### src/hmrc_regs_end.sv
// Empty unit that only restores the default net type.
`timescale 1ns/1ps
`default_nettype none
`default_nettype wire

### src/hmrc_pkg.sv
// Package with register map, field layout, reset values and timing counts.
`default_nettype none
package hmrc_pkg;

  // Byte addresses of the register bank.
  localparam logic [7:0] ADDR_HOUR_HIGH  = 8'hFB;
  localparam logic [7:0] ADDR_HOUR_LOW   = 8'hFC;
  localparam logic [7:0] ADDR_DATA_READY = 8'hFD;
  localparam logic [7:0] ADDR_USER_CTRL  = 8'hFE;
  localparam logic [7:0] ADDR_RESET_OUT  = 8'hFF;

  // Hour meter layout.
  localparam int HOUR_BITS      = 15;
  localparam int HOUR_FAULT_BIT = 7;

  // Data ready flags: bit 7 temperature down to bit 3 receive power.
  localparam int READY_COUNT = 5;
  localparam int READY_LSB   = 3;

  // User control field positions.
  localparam int UC_MASK_BIT  = 6;
  localparam int UC_FLAG_BIT  = 5;
  localparam int UC_IE_BIT    = 4;
  localparam int UC_PSEL_LSB  = 2;
  localparam int UC_MSEL_LSB  = 0;

  // Reset values.
  localparam logic [7:0] USER_CTRL_RESET = 8'h20;
  localparam logic [7:0] DATA_READY_RESET = 8'h00;
  localparam logic [2:0] RESET_FIELD_IDLE = 3'h0;
  localparam logic [2:0] RESET_FIELD_FIRE = 3'h7;
  localparam int RESET_FIELD_BITS = 3;

  // Timing in the units printed, and derived cycle counts at 50 MHz.
  localparam int CLK_MHZ        = 50;
  localparam int PULSE_TIME_US  = 125;
  localparam int CLEAR_TIME_US  = 22500;
  localparam int PULSE_CYCLES   = PULSE_TIME_US * CLK_MHZ;
  localparam int CLEAR_CYCLES   = CLEAR_TIME_US * CLK_MHZ;

  // Register access from the serial interface, one byte per access.
  typedef struct packed {
    logic [7:0] addr;
    logic       wr;
    logic       rd;
    logic [7:0] wdata;
  } hmrc_bus_s;

  // Non-volatile part of the user control register.
  typedef struct packed {
    logic       irq_mask;
    logic       irq_enable;
    logic [1:0] power_sel;
    logic [1:0] mod_sel;
  } hmrc_ucfg_s;

  // Reset output sequencer states, Gray along idle, pulse, wait.
  typedef enum logic [1:0] {
    RS_IDLE  = 2'b00,
    RS_PULSE = 2'b01,
    RS_WAIT  = 2'b11
  } hmrc_rs_e;

endpackage
`default_nettype wire

### src/hmrc_reset_seq.sv
// Sequencer that pulses the open-drain reset pin and times the field clear.
`timescale 1ns/1ps
`default_nettype none
module hmrc_reset_seq #(
  parameter int PULSE_CYC = hmrc_pkg::PULSE_CYCLES,
  parameter int CLEAR_CYC = hmrc_pkg::CLEAR_CYCLES
) (
  // Clock and reset.
  input  wire logic i_ref_clk,
  input  wire logic i_rst_n,
  // Control.
  input  wire logic i_start,
  output logic      o_drive,
  output logic      o_clear,
  output logic      o_busy
);
  localparam int CW = $clog2(CLEAR_CYC + PULSE_CYC + 1);
  localparam logic [CW-1:0] PULSE_LAST = CW'(PULSE_CYC - 1);
  localparam logic [CW-1:0] CLEAR_LAST = CW'(CLEAR_CYC - 1);

  hmrc_pkg::hmrc_rs_e state;
  hmrc_pkg::hmrc_rs_e next_state;
  logic [CW-1:0]      count;
  logic [CW-1:0]      next_count;
  logic               next_drive;
  logic               next_clear;

  always_comb begin
    next_state = state;
    next_count = count + CW'(1);
    next_clear = 1'b0;
    unique case (state)
      hmrc_pkg::RS_IDLE: begin
        next_count = '0;
        if (i_start) begin
          next_state = hmrc_pkg::RS_PULSE;
        end
      end
      hmrc_pkg::RS_PULSE: begin
        if (count == PULSE_LAST) begin
          next_state = hmrc_pkg::RS_WAIT;
          next_count = '0;
        end
      end
      hmrc_pkg::RS_WAIT: begin
        if (count == CLEAR_LAST) begin
          next_state = hmrc_pkg::RS_IDLE;
          next_count = '0;
          next_clear = 1'b1;
        end
      end
      default: begin
        next_state = hmrc_pkg::RS_IDLE;
        next_count = '0;
      end
    endcase
    next_drive = (next_state == hmrc_pkg::RS_PULSE);
  end

  always_ff @(posedge i_ref_clk) begin
    if (!i_rst_n) begin
      state   <= hmrc_pkg::RS_IDLE;
      count   <= '0;
      o_drive <= 1'b0;
      o_clear <= 1'b0;
    end else begin
      state   <= next_state;
      count   <= next_count;
      o_drive <= next_drive;
      o_clear <= next_clear;
    end
  end

  assign o_busy = (state != hmrc_pkg::RS_IDLE);

  a_pulse_start: assert property (@(posedge i_ref_clk) disable iff (!i_rst_n)
    (i_start && state == hmrc_pkg::RS_IDLE) |=> o_drive)
    else $error("reset pin not driven after start");
  a_pulse_length: assert property (@(posedge i_ref_clk) disable iff (!i_rst_n)
    (state == hmrc_pkg::RS_PULSE && count == PULSE_LAST) |=> !o_drive)
    else $error("reset pin pulse too long");
endmodule
`default_nettype wire

### src/hmrc_regs.sv
// Hour meter, data ready, user control and reset output register bank.
//
// Notes on behaviour
// - 15-bit hour count: upper seven bits in high register, low byte in low.
// - High register bit 7 reads 1 when the stored hour count is corrupt.
// - Hour count lives in non-volatile storage and survives power loss.
// - Ready flags bit 7 temperature to bit 3 receive power; 2:0 reserved.
// - A ready flag reads 1 when its result register holds a new result.
// - Control bits 3:2 pick the laser power setpoint; 11 is reserved.
// - Control bits 1:0 pick the modulation setpoint; 11 is reserved.
// - Host interrupt asserts only while global enable bit 4 is 1.
// - Writing enable 1 while interrupt is asserted clears a pending external event; a power-on flag with mask set keeps it asserted.
// - Every power-on reset sets the power-on flag, bit 5.
// - With mask bit 6 set, the power-on event also raises the interrupt.
// - Reading user control clears the power-on flag and its interrupt.
// - Setting the mask with flag already 1 asserts interrupt until read.
// - Mask, enable and both select fields are kept non-volatile.
// - Host writes 0 to control bit 7; its read value is undefined.
// - Reset output: bits 7:3 reserved read-only, 2:0 read/write, reset 0.
// - In reset mode writing 111 drives the pin low about 125 us.
// - After the pin releases, the field returns to 000 after 22.5 ms.
// - Outside reset mode the field has no effect on the pin.
`timescale 1ns/1ps
`default_nettype none
module hmrc_regs #(
  parameter int PULSE_CYC = hmrc_pkg::PULSE_CYCLES,
  parameter int CLEAR_CYC = hmrc_pkg::CLEAR_CYCLES
) (
  // Clock and reset.
  input  wire logic                            i_ref_clk,
  input  wire logic                            i_rst_n,
  // Register access.
  input  wire hmrc_pkg::hmrc_bus_s             i_bus,
  output logic [7:0]                           o_reg_rdata,
  output logic                                 o_reg_rvalid,
  // Non-volatile storage image.
  input  wire logic [hmrc_pkg::HOUR_BITS-1:0]  i_nv_hours,
  input  wire logic                            i_nv_fault,
  input  wire hmrc_pkg::hmrc_ucfg_s            i_nv_user,
  output logic [hmrc_pkg::HOUR_BITS-1:0]       o_nv_hours,
  output logic                                 o_nv_hours_wr,
  output hmrc_pkg::hmrc_ucfg_s                 o_nv_user,
  output logic                                 o_nv_user_wr,
  // Timebase and converter events.
  input  wire logic                            i_hour_tick,
  input  wire logic [hmrc_pkg::READY_COUNT-1:0] i_conv_done,
  input  wire logic [hmrc_pkg::READY_COUNT-1:0] i_result_read,
  // Interrupts.
  input  wire logic                            i_irq_event,
  output logic                                 o_int_n,
  // Setpoint selects.
  output logic [1:0]                           o_power_sel,
  output logic [1:0]                           o_mod_sel,
  // Reset output pin.
  input  wire logic                            i_reset_mode,
  output logic                                 o_pin_out,
  output logic                                 o_pin_oe
);
  localparam int RC = hmrc_pkg::READY_COUNT;
  localparam int HB = hmrc_pkg::HOUR_BITS;

  // Register state.
  logic                  loaded;
  logic                  next_loaded;
  logic [HB-1:0]         hours;
  logic [HB-1:0]         next_hours;
  logic                  fault;
  logic                  next_fault;
  logic                  hours_wr;
  logic                  next_hours_wr;
  logic [RC-1:0]         ready;
  logic [RC-1:0]         next_ready;
  hmrc_pkg::hmrc_ucfg_s  ucfg;
  hmrc_pkg::hmrc_ucfg_s  next_ucfg;
  logic                  ucfg_wr;
  logic                  next_ucfg_wr;
  logic                  por_flag;
  logic                  next_por_flag;
  logic                  ext_pend;
  logic                  next_ext_pend;
  logic                  int_n;
  logic                  next_int_n;
  logic [2:0]            rst_field;
  logic [2:0]            next_rst_field;
  logic [7:0]            rdata;
  logic [7:0]            next_rdata;
  logic                  rvalid;
  logic                  next_rvalid;
  logic                  rs_start;
  logic                  rs_drive;
  logic                  rs_clear;
  logic                  rs_busy;

  // Access decode.
  logic wr_high;
  logic wr_low;
  logic wr_uc;
  logic wr_rst;
  logic rd_uc;
  assign wr_high = i_bus.wr && (i_bus.addr == hmrc_pkg::ADDR_HOUR_HIGH);
  assign wr_low  = i_bus.wr && (i_bus.addr == hmrc_pkg::ADDR_HOUR_LOW);
  assign wr_uc   = i_bus.wr && (i_bus.addr == hmrc_pkg::ADDR_USER_CTRL);
  assign wr_rst  = i_bus.wr && (i_bus.addr == hmrc_pkg::ADDR_RESET_OUT);
  assign rd_uc   = i_bus.rd && (i_bus.addr == hmrc_pkg::ADDR_USER_CTRL);

  // A fire request only starts the pin pulse in reset mode when idle.
  assign rs_start = wr_rst && i_reset_mode && !rs_busy &&
    (i_bus.wdata[2:0] == hmrc_pkg::RESET_FIELD_FIRE);

  // Hour meter with write-back.
  always_comb begin
    next_loaded   = 1'b1;
    next_hours    = hours;
    next_fault    = fault;
    next_hours_wr = 1'b0;
    if (!loaded) begin
      next_hours = i_nv_hours;
      next_fault = i_nv_fault;
    end else if (wr_high || wr_low) begin
      if (wr_high) begin
        next_hours[HB-1:8] = i_bus.wdata[6:0];
        next_fault         = i_bus.wdata[hmrc_pkg::HOUR_FAULT_BIT];
      end
      if (wr_low) begin
        next_hours[7:0] = i_bus.wdata;
      end
      next_hours_wr = 1'b1;
    end else if (i_hour_tick) begin
      next_hours    = hours + HB'(1);
      next_hours_wr = 1'b1;
    end
  end

  // Data ready flags; a new result wins over a same-cycle read.
  always_comb begin
    next_ready = ready;
    for (int i = 0; i < RC; i++) begin
      if (i_conv_done[i]) begin
        next_ready[i] = 1'b1;
      end else if (i_result_read[i]) begin
        next_ready[i] = 1'b0;
      end
    end
  end

  // User control, power-on flag and host interrupt.
  always_comb begin
    next_ucfg     = ucfg;
    next_ucfg_wr  = 1'b0;
    next_por_flag = por_flag;
    next_ext_pend = ext_pend | i_irq_event;
    if (!loaded) begin
      next_ucfg = i_nv_user;
    end else if (wr_uc) begin
      next_ucfg.irq_mask   = i_bus.wdata[hmrc_pkg::UC_MASK_BIT];
      next_ucfg.irq_enable = i_bus.wdata[hmrc_pkg::UC_IE_BIT];
      next_ucfg.power_sel  = i_bus.wdata[hmrc_pkg::UC_PSEL_LSB +: 2];
      next_ucfg.mod_sel    = i_bus.wdata[hmrc_pkg::UC_MSEL_LSB +: 2];
      next_ucfg_wr         = 1'b1;
      if (i_bus.wdata[hmrc_pkg::UC_IE_BIT] && !int_n) begin
        next_ext_pend = i_irq_event;
      end
    end
    if (rd_uc) begin
      next_por_flag = 1'b0;
    end
    next_int_n = !(next_ucfg.irq_enable &&
      ((next_por_flag && next_ucfg.irq_mask) || next_ext_pend));
  end

  // Reset output field.
  always_comb begin
    next_rst_field = rst_field;
    if (rs_clear) begin
      next_rst_field = hmrc_pkg::RESET_FIELD_IDLE;
    end else if (wr_rst && !(rs_busy && i_reset_mode)) begin
      next_rst_field = i_bus.wdata[2:0];
    end
  end

  // Read data, one cycle after the read strobe.
  always_comb begin
    next_rdata  = 8'h00;
    next_rvalid = i_bus.rd;
    unique case (i_bus.addr)
      hmrc_pkg::ADDR_HOUR_HIGH:  next_rdata = {fault, hours[HB-1:8]};
      hmrc_pkg::ADDR_HOUR_LOW:   next_rdata = hours[7:0];
      hmrc_pkg::ADDR_DATA_READY: next_rdata = {ready, 3'b000};
      hmrc_pkg::ADDR_USER_CTRL:  next_rdata = {1'b0, ucfg.irq_mask,
        por_flag, ucfg.irq_enable, ucfg.power_sel, ucfg.mod_sel};
      hmrc_pkg::ADDR_RESET_OUT:  next_rdata = {5'b0_0000, rst_field};
      default:                   next_rdata = 8'h00;
    endcase
    if (!i_bus.rd) begin
      next_rdata = rdata;
    end
  end

  always_ff @(posedge i_ref_clk) begin
    if (!i_rst_n) begin
      loaded    <= 1'b0;
      hours     <= '0;
      fault     <= 1'b0;
      hours_wr  <= 1'b0;
      ready     <= hmrc_pkg::DATA_READY_RESET[7:hmrc_pkg::READY_LSB];
      ucfg      <= '0;
      ucfg_wr   <= 1'b0;
      por_flag  <= hmrc_pkg::USER_CTRL_RESET[hmrc_pkg::UC_FLAG_BIT];
      ext_pend  <= 1'b0;
      int_n     <= 1'b1;
      rst_field <= hmrc_pkg::RESET_FIELD_IDLE;
      rdata     <= 8'h00;
      rvalid    <= 1'b0;
      o_pin_out <= 1'b0;
    end else begin
      loaded    <= next_loaded;
      hours     <= next_hours;
      fault     <= next_fault;
      hours_wr  <= next_hours_wr;
      ready     <= next_ready;
      ucfg      <= next_ucfg;
      ucfg_wr   <= next_ucfg_wr;
      por_flag  <= next_por_flag;
      ext_pend  <= next_ext_pend;
      int_n     <= next_int_n;
      rst_field <= next_rst_field;
      rdata     <= next_rdata;
      rvalid    <= next_rvalid;
      o_pin_out <= 1'b0;
    end
  end

  hmrc_reset_seq #(
    .PULSE_CYC (PULSE_CYC),
    .CLEAR_CYC (CLEAR_CYC)
  ) u_reset_seq (
    .i_ref_clk (i_ref_clk),
    .i_rst_n   (i_rst_n),
    .i_start   (rs_start),
    .o_drive   (rs_drive),
    .o_clear   (rs_clear),
    .o_busy    (rs_busy)
  );

  assign o_reg_rdata   = rdata;
  assign o_reg_rvalid  = rvalid;
  assign o_nv_hours    = hours;
  assign o_nv_hours_wr = hours_wr;
  assign o_nv_user     = ucfg;
  assign o_nv_user_wr  = ucfg_wr;
  assign o_int_n       = int_n;
  assign o_power_sel   = ucfg.power_sel;
  assign o_mod_sel     = ucfg.mod_sel;
  assign o_pin_oe      = rs_drive;

  a_irq_needs_ie: assert property (@(posedge i_ref_clk) disable iff (!i_rst_n)
    !o_int_n |-> ucfg.irq_enable)
    else $error("interrupt asserted with global enable off");
  a_por_irq_on: assert property (@(posedge i_ref_clk) disable iff (!i_rst_n)
    (ucfg.irq_enable && ucfg.irq_mask && por_flag) |-> !o_int_n)
    else $error("power-on interrupt not asserted");
  a_read_clears: assert property (@(posedge i_ref_clk) disable iff (!i_rst_n)
    rd_uc |=> !por_flag)
    else $error("power-on flag not cleared by read");
  a_ie_write_drop: assert property (@(posedge i_ref_clk) disable iff (!i_rst_n)
    (loaded && wr_uc && i_bus.wdata[hmrc_pkg::UC_IE_BIT] && !o_int_n &&
     !i_irq_event && !(por_flag && i_bus.wdata[hmrc_pkg::UC_MASK_BIT]) &&
     !rd_uc) |=> o_int_n)
    else $error("interrupt not dropped by enable write");
  a_ready_set: assert property (@(posedge i_ref_clk) disable iff (!i_rst_n)
    i_conv_done[0] |=> ready[0])
    else $error("ready flag not set by new result");
  a_ready_clear: assert property (@(posedge i_ref_clk) disable iff (!i_rst_n)
    (i_result_read[RC-1] && !i_conv_done[RC-1]) |=> !ready[RC-1])
    else $error("ready flag not cleared by result read");
  a_hour_step: assert property (@(posedge i_ref_clk) disable iff (!i_rst_n)
    (loaded && i_hour_tick && !wr_high && !wr_low) |=>
      (hours == $past(hours) + HB'(1)) && o_nv_hours_wr)
    else $error("hour count not stepped and written back");
  a_pin_mode: assert property (@(posedge i_ref_clk) disable iff (!i_rst_n)
    (wr_rst && !i_reset_mode && !rs_busy) |=> !o_pin_oe)
    else $error("reset pin driven outside reset mode");
  a_field_clear: assert property (@(posedge i_ref_clk) disable iff (!i_rst_n)
    rs_clear |=> (rst_field == hmrc_pkg::RESET_FIELD_IDLE))
    else $error("reset field not cleared after delay");
  a_sel_follow: assert property (@(posedge i_ref_clk) disable iff (!i_rst_n)
    (loaded && wr_uc) |=> (o_power_sel == $past(i_bus.wdata[3:2])) &&
      (o_mod_sel == $past(i_bus.wdata[1:0])))
    else $error("setpoint selects do not follow write");

  c_por_irq: cover property (@(posedge i_ref_clk) disable iff (!i_rst_n)
    !o_int_n && por_flag ##1 rd_uc ##1 o_int_n);
  c_pin_pulse: cover property (@(posedge i_ref_clk) disable iff (!i_rst_n)
    rs_start ##1 o_pin_oe);
  c_field_clear: cover property (@(posedge i_ref_clk) disable iff (!i_rst_n)
    rs_clear);
  c_hour_tick: cover property (@(posedge i_ref_clk) disable iff (!i_rst_n)
    loaded && i_hour_tick);
endmodule
`default_nettype wire

### config.mk
export PLATFORM = sky130hd
export DESIGN_NAME = hmrc_regs
export DESIGN_NICKNAME = d
export VERILOG_FILES = /design/src/hmrc_regs_end.sv /design/src/hmrc_pkg.sv /design/src/hmrc_reset_seq.sv /design/src/hmrc_regs.sv
export SDC_FILE = /design/constraint.sdc
export NUM_CORES = 1
export LEC_CHECK = 0
export BUFFER_PORTS_ARGS = -buffer_cell sky130_fd_sc_hd__buf_2
export CELL_PAD_IN_SITES_DETAIL_PLACEMENT = 0
export CELL_PAD_IN_SITES_GLOBAL_PLACEMENT = 1
export CORE_ASPECT_RATIO = 0.75
export CORE_MARGIN = 3
export CORE_UTILIZATION = 42
export DETAILED_ROUTE_END_ITERATION = 6
export HOLD_SLACK_MARGIN = 0.15
export PLACE_DENSITY_LB_ADDON = 0.1
export SLEW_MARGIN = 30
export SYNTH_ARGS = -nofsm -noshare
export SYNTH_HDL_FRONTEND = slang
export SYNTH_SLANG_ARGS = --single-unit
### constraint.sdc
create_clock -name i_ref_clk -period 2.6 [get_ports i_ref_clk]
set_input_delay 0.26 -clock i_ref_clk [delete_from_list [all_inputs] [get_ports i_ref_clk]]
set_output_delay 0.26 -clock i_ref_clk [all_outputs]
set_load 0.005 [all_outputs]
## Yosys cells after proc, flatten, opt, wreduce, memory -nomap -nowiden

Cells that the tools add are included.

| word-level totals | value |
|---|---|
| register bits after elaboration | 70 |
| bits of input ports | 55 |
| output and inout bits | 39 |
| word-level logic and storage cells | 115 |

| cells by class | value |
|---|---|
| $add $sub $neg | 2 |
| equal/unequal tests | 17 |
| multiplexer cells | 37 |
| bitwise gates (word level) | 2 |
| reductions and logical operators | 32 |

Operator list:

| kind | number |
|---|---|
| $mux W15 | 3 |
| $mux W21 | 2 |
| $pmux W21 S2 | 1 |
| $eq A8 B8 Y1 const B | 5 |
| $pmux W8 S5 | 1 |
| $mux W1 | 22 |
| $add A21 B1 Y21 const B | 1 |
| $eq A21 B13 Y1 const B | 1 |
| $eq A21 B21 Y1 const B | 1 |
| $add A15 B1 Y15 const B | 1 |
| $logic_and A1 B1 Y1 | 13 |
| $mux W6 | 2 |
| $reduce_bool A2 Y1 | 6 |
| $reduce_and A2 Y1 | 5 |
| $mux W8 | 1 |
| $mux W7 | 1 |
| $mux W2 | 3 |
| $ne A2 B1 Y1 const B | 3 |
| $ne A3 B3 Y1 const B | 2 |
| $pmux W2 S3 | 1 |
| $eq A2 B1 Y1 const B | 2 |
| $logic_not A1 Y1 | 4 |
| $eq A3 B3 Y1 const B | 1 |
| $ne A3 B2 Y1 const B | 1 |
| 6 further kinds | 7 |

## Depth between registers and ports, before layout

| logic depth | value |
|---|---|
| word-level depth | 8 |
| mapped depth | 8 |
| depth with buffers taken out | 6 |

## Cells and area by module

From an unflattened synthesis, not the netlist that was laid out.

| unflattened totals | value |
|---|---|
| cell total of the unflattened synthesis | 464 |
| area, all modules | 3936.3 µm² |

By module, submodules not included:

| module | instances | cells an instance | area each (µm²) | seq. area each (µm²) |
|---|---|---|---|---|
| hmrc_regs | 1 | 327 | 2686.3 | 900.9 |
| hmrc_reset_seq | 1 | 137 | 1249.9 | 500.5 |

## Least setup slack after synthesis

Ideal clock, no wire load.

| timing path | value |
|---|---|
| kind | input to register |
| from | input port i_bus[11] in the netlist's numbering |
| to | register hours[6] (netlist: o_nv_hours[6]) |
| setup time | 122 ps |
| data arrival time | 1543 ps |
| data required time | 2478 ps |
| path slack | 935 ps |
| stages | 8 |
| path through | buf_2 and3b_1 buf_6 o211a_4 buf_6 a221o_1 o211ai_2 a21oi_1 |

| between the ends | value |
|---|---|
| word-level cells in the longest chain between the ends | 5 |
| elaborated cells on any way between the ends | 10 |
| classes of those cells | 4 x eq/ne; 2 x mux; 4 x reduce/logical |

RTL lines:

| item | RTL line | text |
|---|---|---|
| start: declaration | hmrc_regs.sv:33 | `input wire hmrc_pkg::hmrc_bus_s i_bus,` |
| $eq A8 B8 Y1, on equally long branches | hmrc_regs.sv:100, hmrc_regs.sv:101 |  |
| $logic_and A1 B1 Y1, on equally long branches | hmrc_regs.sv:100, hmrc_regs.sv:101 |  |
| $logic_or A1 B1 Y1 | hmrc_regs.sv:119 | `end else if (wr_high \|\| wr_low) begin` |
| $ne A3 B3 Y1 (no line) (tied with other cells) | - |  |
| $reduce_and A2 Y1 (no line) or $mux W15 (tied branches) | - |  |
| end signal: assignment | hmrc_regs.sv:217 | `hours <= next_hours;` |
| end: declaration | hmrc_regs.sv:65 | `logic [HB-1:0] hours;` |

Several ways; a longest one is shown, not always the timed one.
A chain may end at the register's enable or synchronous reset.

## Worst setup path in the final report

| timing path | value |
|---|---|
| from | register hours[0] (netlist: o_nv_hours[0]) |
| to | register hours[14] (netlist: o_nv_hours[14]) |

| between the ends | value |
|---|---|
| word-level cells in the longest chain between the ends | 4 |

RTL lines:

| item | RTL line | text |
|---|---|---|
| $add A15 B1 Y15 | hmrc_regs.sv:129 | `next_hours = hours + HB'(1);` |
| $mux W15 | hmrc_regs.sv:128 | `end else if (i_hour_tick) begin` |
| $mux W15 | hmrc_regs.sv:119 |  |
| $mux W15 | hmrc_regs.sv:116 | `if (!loaded) begin` |

Every way passes these cells. The select of a mux whose other input is x is not followed.

==> results by group <==
Outcome
  – Outcome: completed

Timing
  – Endpoints failing setup: 0
  – Post-layout minimum cycle time: 1.95 ns
  – Setup ws final: 0.652 ns
  – Setup TNS Final: 0 ns
  – Rel. slew slack: 57.0%
  – Clk_skew: 0.00673 ns
  – RSZ-0062 raised after global routing: no
  – Fmax: 0.513 GHz
  – Pins Over Slew Limit: 0
  – Least-Margin Pin Slew: 0.645 ns
  – Final Hold Vio Count: 0
  – Period utilization: 74.9%

Global route
  – Total GRT Usage: 22.1%
  – Vias in the first global route: 3205
  – First-pass GRT wire length: 17400 um
  – Largest net degree at the start of global routing: 30
  – Gr ovfl total: 0
  – Initial antenna violation count: 0

Setup path
  – CP arrival: 2.13 ns
  – Worst EP required: 2.78 ns
  – Crit path kind: reg -> reg
  – CP max-delay cell: dfxtp_1
  – Nature of the critical path endpoint: register
  – Critical path startpoint category: register
  – Worst-path cell chain: ha_1 > nand4_1 > nor4_1 > xor2_1 > o21ai_0 > a31oi_1
  – CP max FO: 7
  – Worst path bufs/invs: 0
  – Crit-path max cell delay: 0.50 ns
  – Critical path's top delay family: simple AND/OR/NAND/NOR gates

Finish
  – Area delta synth->final: 24.0%
  – # nets final: 582
  – Antenna diodes: 0
  – Fraction of layout cells with a size suffix above 1: 24.4%

Clock network
  – Total setup buffers inserted after CTS: 0
  – Root Driver: clkbuf_16
  – CTS clk-pin slew, worst paths: 0.06 ns
  – H-tree levels: 3
  – CTS resizes: 0
  – Clock sinks: 70
  – CTS Buf Count: 9
  – CTS Buffer Depth: 2
  – TritonCTS clock tree: built
  – Skew-Pair Late Insertion Delay: 0.33 ns

Drt
  – DRC violations left: 0
  – Post-Route WL: 11200 um
  – Average via count per standard cell: 5.73
  – Antenna-violating nets left: 0
  – DR pass1 iterations: 5
  – Iter 0 DRT Violations: 306
  – DR vias: 3648
  – Per-cell routed wire length: 17.6 um

Floorplanning
  – Die Area: 10200 um^2
  – Initial Utilization: 43.9%
  – Core Footprint: 8600 um^2
  – Die height: 88.1 um
  – Boundary pin count: 94
  – Die Span X: 115 um
  – Row count: 29

Placement
  – DP HPWL: 8410 um
  – Routability congestion estimate: 0.899
  – Pre-CTS setup slack: 0.496 ns
  – Port bufs: 92

Pwr
  – Total chip power: 2.99 mW
  – Worst vdd ir: 281 uV
  – Power Density: 638 nW/um^2
  – LEAKAGE: 1.90 nW

Yosys
  – Async SR Flop Fraction: 0%
  – Sequential area share after synthesis: 37.1%
  – Synthesized Nets: 497
  – Most used DFF post-synth: dfxtp_1
  – Mapped cell area: 3770 um^2
  – EDFF count, synth: 0
  – Synth unique cells: 61
  – Count of mapped cells out of synthesis: 439
  – Synth Register Bits: 70
  – Syn_area_per_cell: 8.59 um^2
  – Yosys warns: 0

Flow run
  – Max-cap violations: 0

Min path
  – Hold Path Class: in -> reg
==> cell families after synthesis <==
logic type / share of synthesized area [%]
AND/OR/NAND/NOR: 23.2
AO/OA/AOI/OAI: 22.5
other: 0.0994
XOR/XNOR: 5.57
buffers and inverters: 6.43
flip-flops: 37.1
adder cells (fa/ha/maj): 0.995
multiplexers: 4.11
==> repair_timing <==
item | CTS | global route
endpoints found under the setup margin | 0 | 0
hold buffers | 5 | 0
endpoints found under the hold margin | 5 | 0
==> cells in the mapped netlist, types with 3 or more instances <==
master	number	share of area [%]
buf_2	8	1.1
xnor2_1	6	1.4
clkbuf_1	11	1.1
dfxtp_1	70	37
and3_1	8	1.3
a31oi_1	7	1.2
nand3_1	23	3.1
nor4_1	9	1.5
and4_1	4	0.93
a22oi_1	9	1.8
nand4_1	10	1.7
nor2b_1	4	0.66
xor2_1	18	4.2
o31ai_1	3	0.60
nand2_1	29	2.9
a22o_1	14	3.3
ha_1	3	1.0
a2bb2oi_1	3	0.70
o21ai_0	15	2.0
a21boi_0	3	0.60
nor2_1	47	4.7
mux2i_1	11	2.9
a21oi_1	14	1.9
inv_1	17	1.7
nand4b_1	3	0.70
a211oi_1	10	2.0
a311oi_1	3	0.70
mux2_2	4	1.2
o22ai_1	6	1.0
buf_6	4	1.2
buf_4	7	1.4
o211ai_1	7	1.4
nor3_1	5	0.66
and2_1	4	0.66
nand2b_1	6	1.0
==> registers in the layout, indices dropped and copies added, names as in the netlist, 2 cells and up <==
signal / cells
o_reg_rdata: 8
u_reset_seq.count: 21
o_nv_user: 2
rst_field: 3
o_power_sel: 2
u_reset_seq.state: 2
ready: 5
o_nv_hours: 15
o_mod_sel: 2
==> metrics by stage <==
| step | util, % | hold slack (ns) | cell area, um^2 | std cells |
|---|---|---|---|---|
| 6_report | 54.4 | 0.161 | 4680 | 637 |
| 5_1_grt | 54.4 | 0.175 | 4680 | 637 |
| 4_1_cts | 54.3 | 0.165 | 4670 | 637 |
| 3_5_place_dp | 49.3 | 0.461 | 4240 | 616 |
| 3_3_place_gp | 49.3 | 0.455 | 4240 | 616 |
| 2_1_floorplan | - | 0.288 | 3770 | 439 |
==> where the power goes <==
group,internal (mW),switching (mW)
Clock,1.09,0.459
Combinational,0.127,0.145
Sequential,1.11,0.0572
Total,2.32,0.661
==> placed cells by master (no fill, tap or decap), types with 5 or more instances in the layout <==
| master | instances |
|---|---|
| nor3_1 | 5 |
| nor4_1 | 9 |
| nor2_1 | 47 |
| nand2_1 | 29 |
| inv_1 | 17 |
| clkbuf_16 | 9 |
| and3_1 | 8 |
| a22oi_1 | 9 |
| a211oi_1 | 10 |
| nand4_1 | 10 |
| nand3_1 | 23 |
| buf_4 | 7 |
| mux2i_1 | 11 |
| dlygate4sd3_1 | 5 |
| a22o_1 | 14 |
| dfxtp_1 | 70 |
| o22ai_1 | 6 |
| xor2_1 | 18 |
| o211ai_1 | 7 |
| a21oi_1 | 14 |
| o21ai_0 | 15 |
| xnor2_1 | 6 |
| buf_2 | 92 |
| nand2b_1 | 6 |
| a31oi_1 | 7 |
==> worst register-to-register path, cell delays in order, from the launching register on <==
cell,delay [ns]
dfxtp_1,0.50
ha_1,0.28
nand4_1,0.23
nor4_1,0.42
xor2_1,0.10
o21ai_0,0.17
a31oi_1,0.10
==> final cells by class <==
type	instances	area [um^2]
inverters	17	63.8
flip-flops and latches	70	1400
repair buffers	104	563
multi-input cells	322	2130
clock inverters	5	129
clock buffers	11	253
fillers	832	3920
well taps	108	135
==> routing by layer <==
| metal | GRT usage, % | routed length [um] | part of all wire (%) |
|---|---|---|---|
| met5 | 0 | 0 | 0 |
| met4 | 4.80 | 95 | 0.85 |
| met3 | 5.46 | 949 | 8.5 |
| met2 | 29.6 | 4430 | 39 |
| met1 | 34.8 | 5750 | 51 |
==> final timing paths <==
path | to | slack [ns] | startpoint | cells past startpoint
worst max-delay path | o_nv_hours[14] | 0.65 | o_nv_hours[0] | 6
worst min-delay path | ready[0] | 0.16 | i_conv_done[0] | 3
worst max register to register | o_nv_hours[14] | 0.65 | o_nv_hours[0] | 6
worst min register to register | o_reg_rdata[2] | 0.48 | o_reg_rdata[2] | 1
Note: power is estimated with default switching activity, not from simulation.
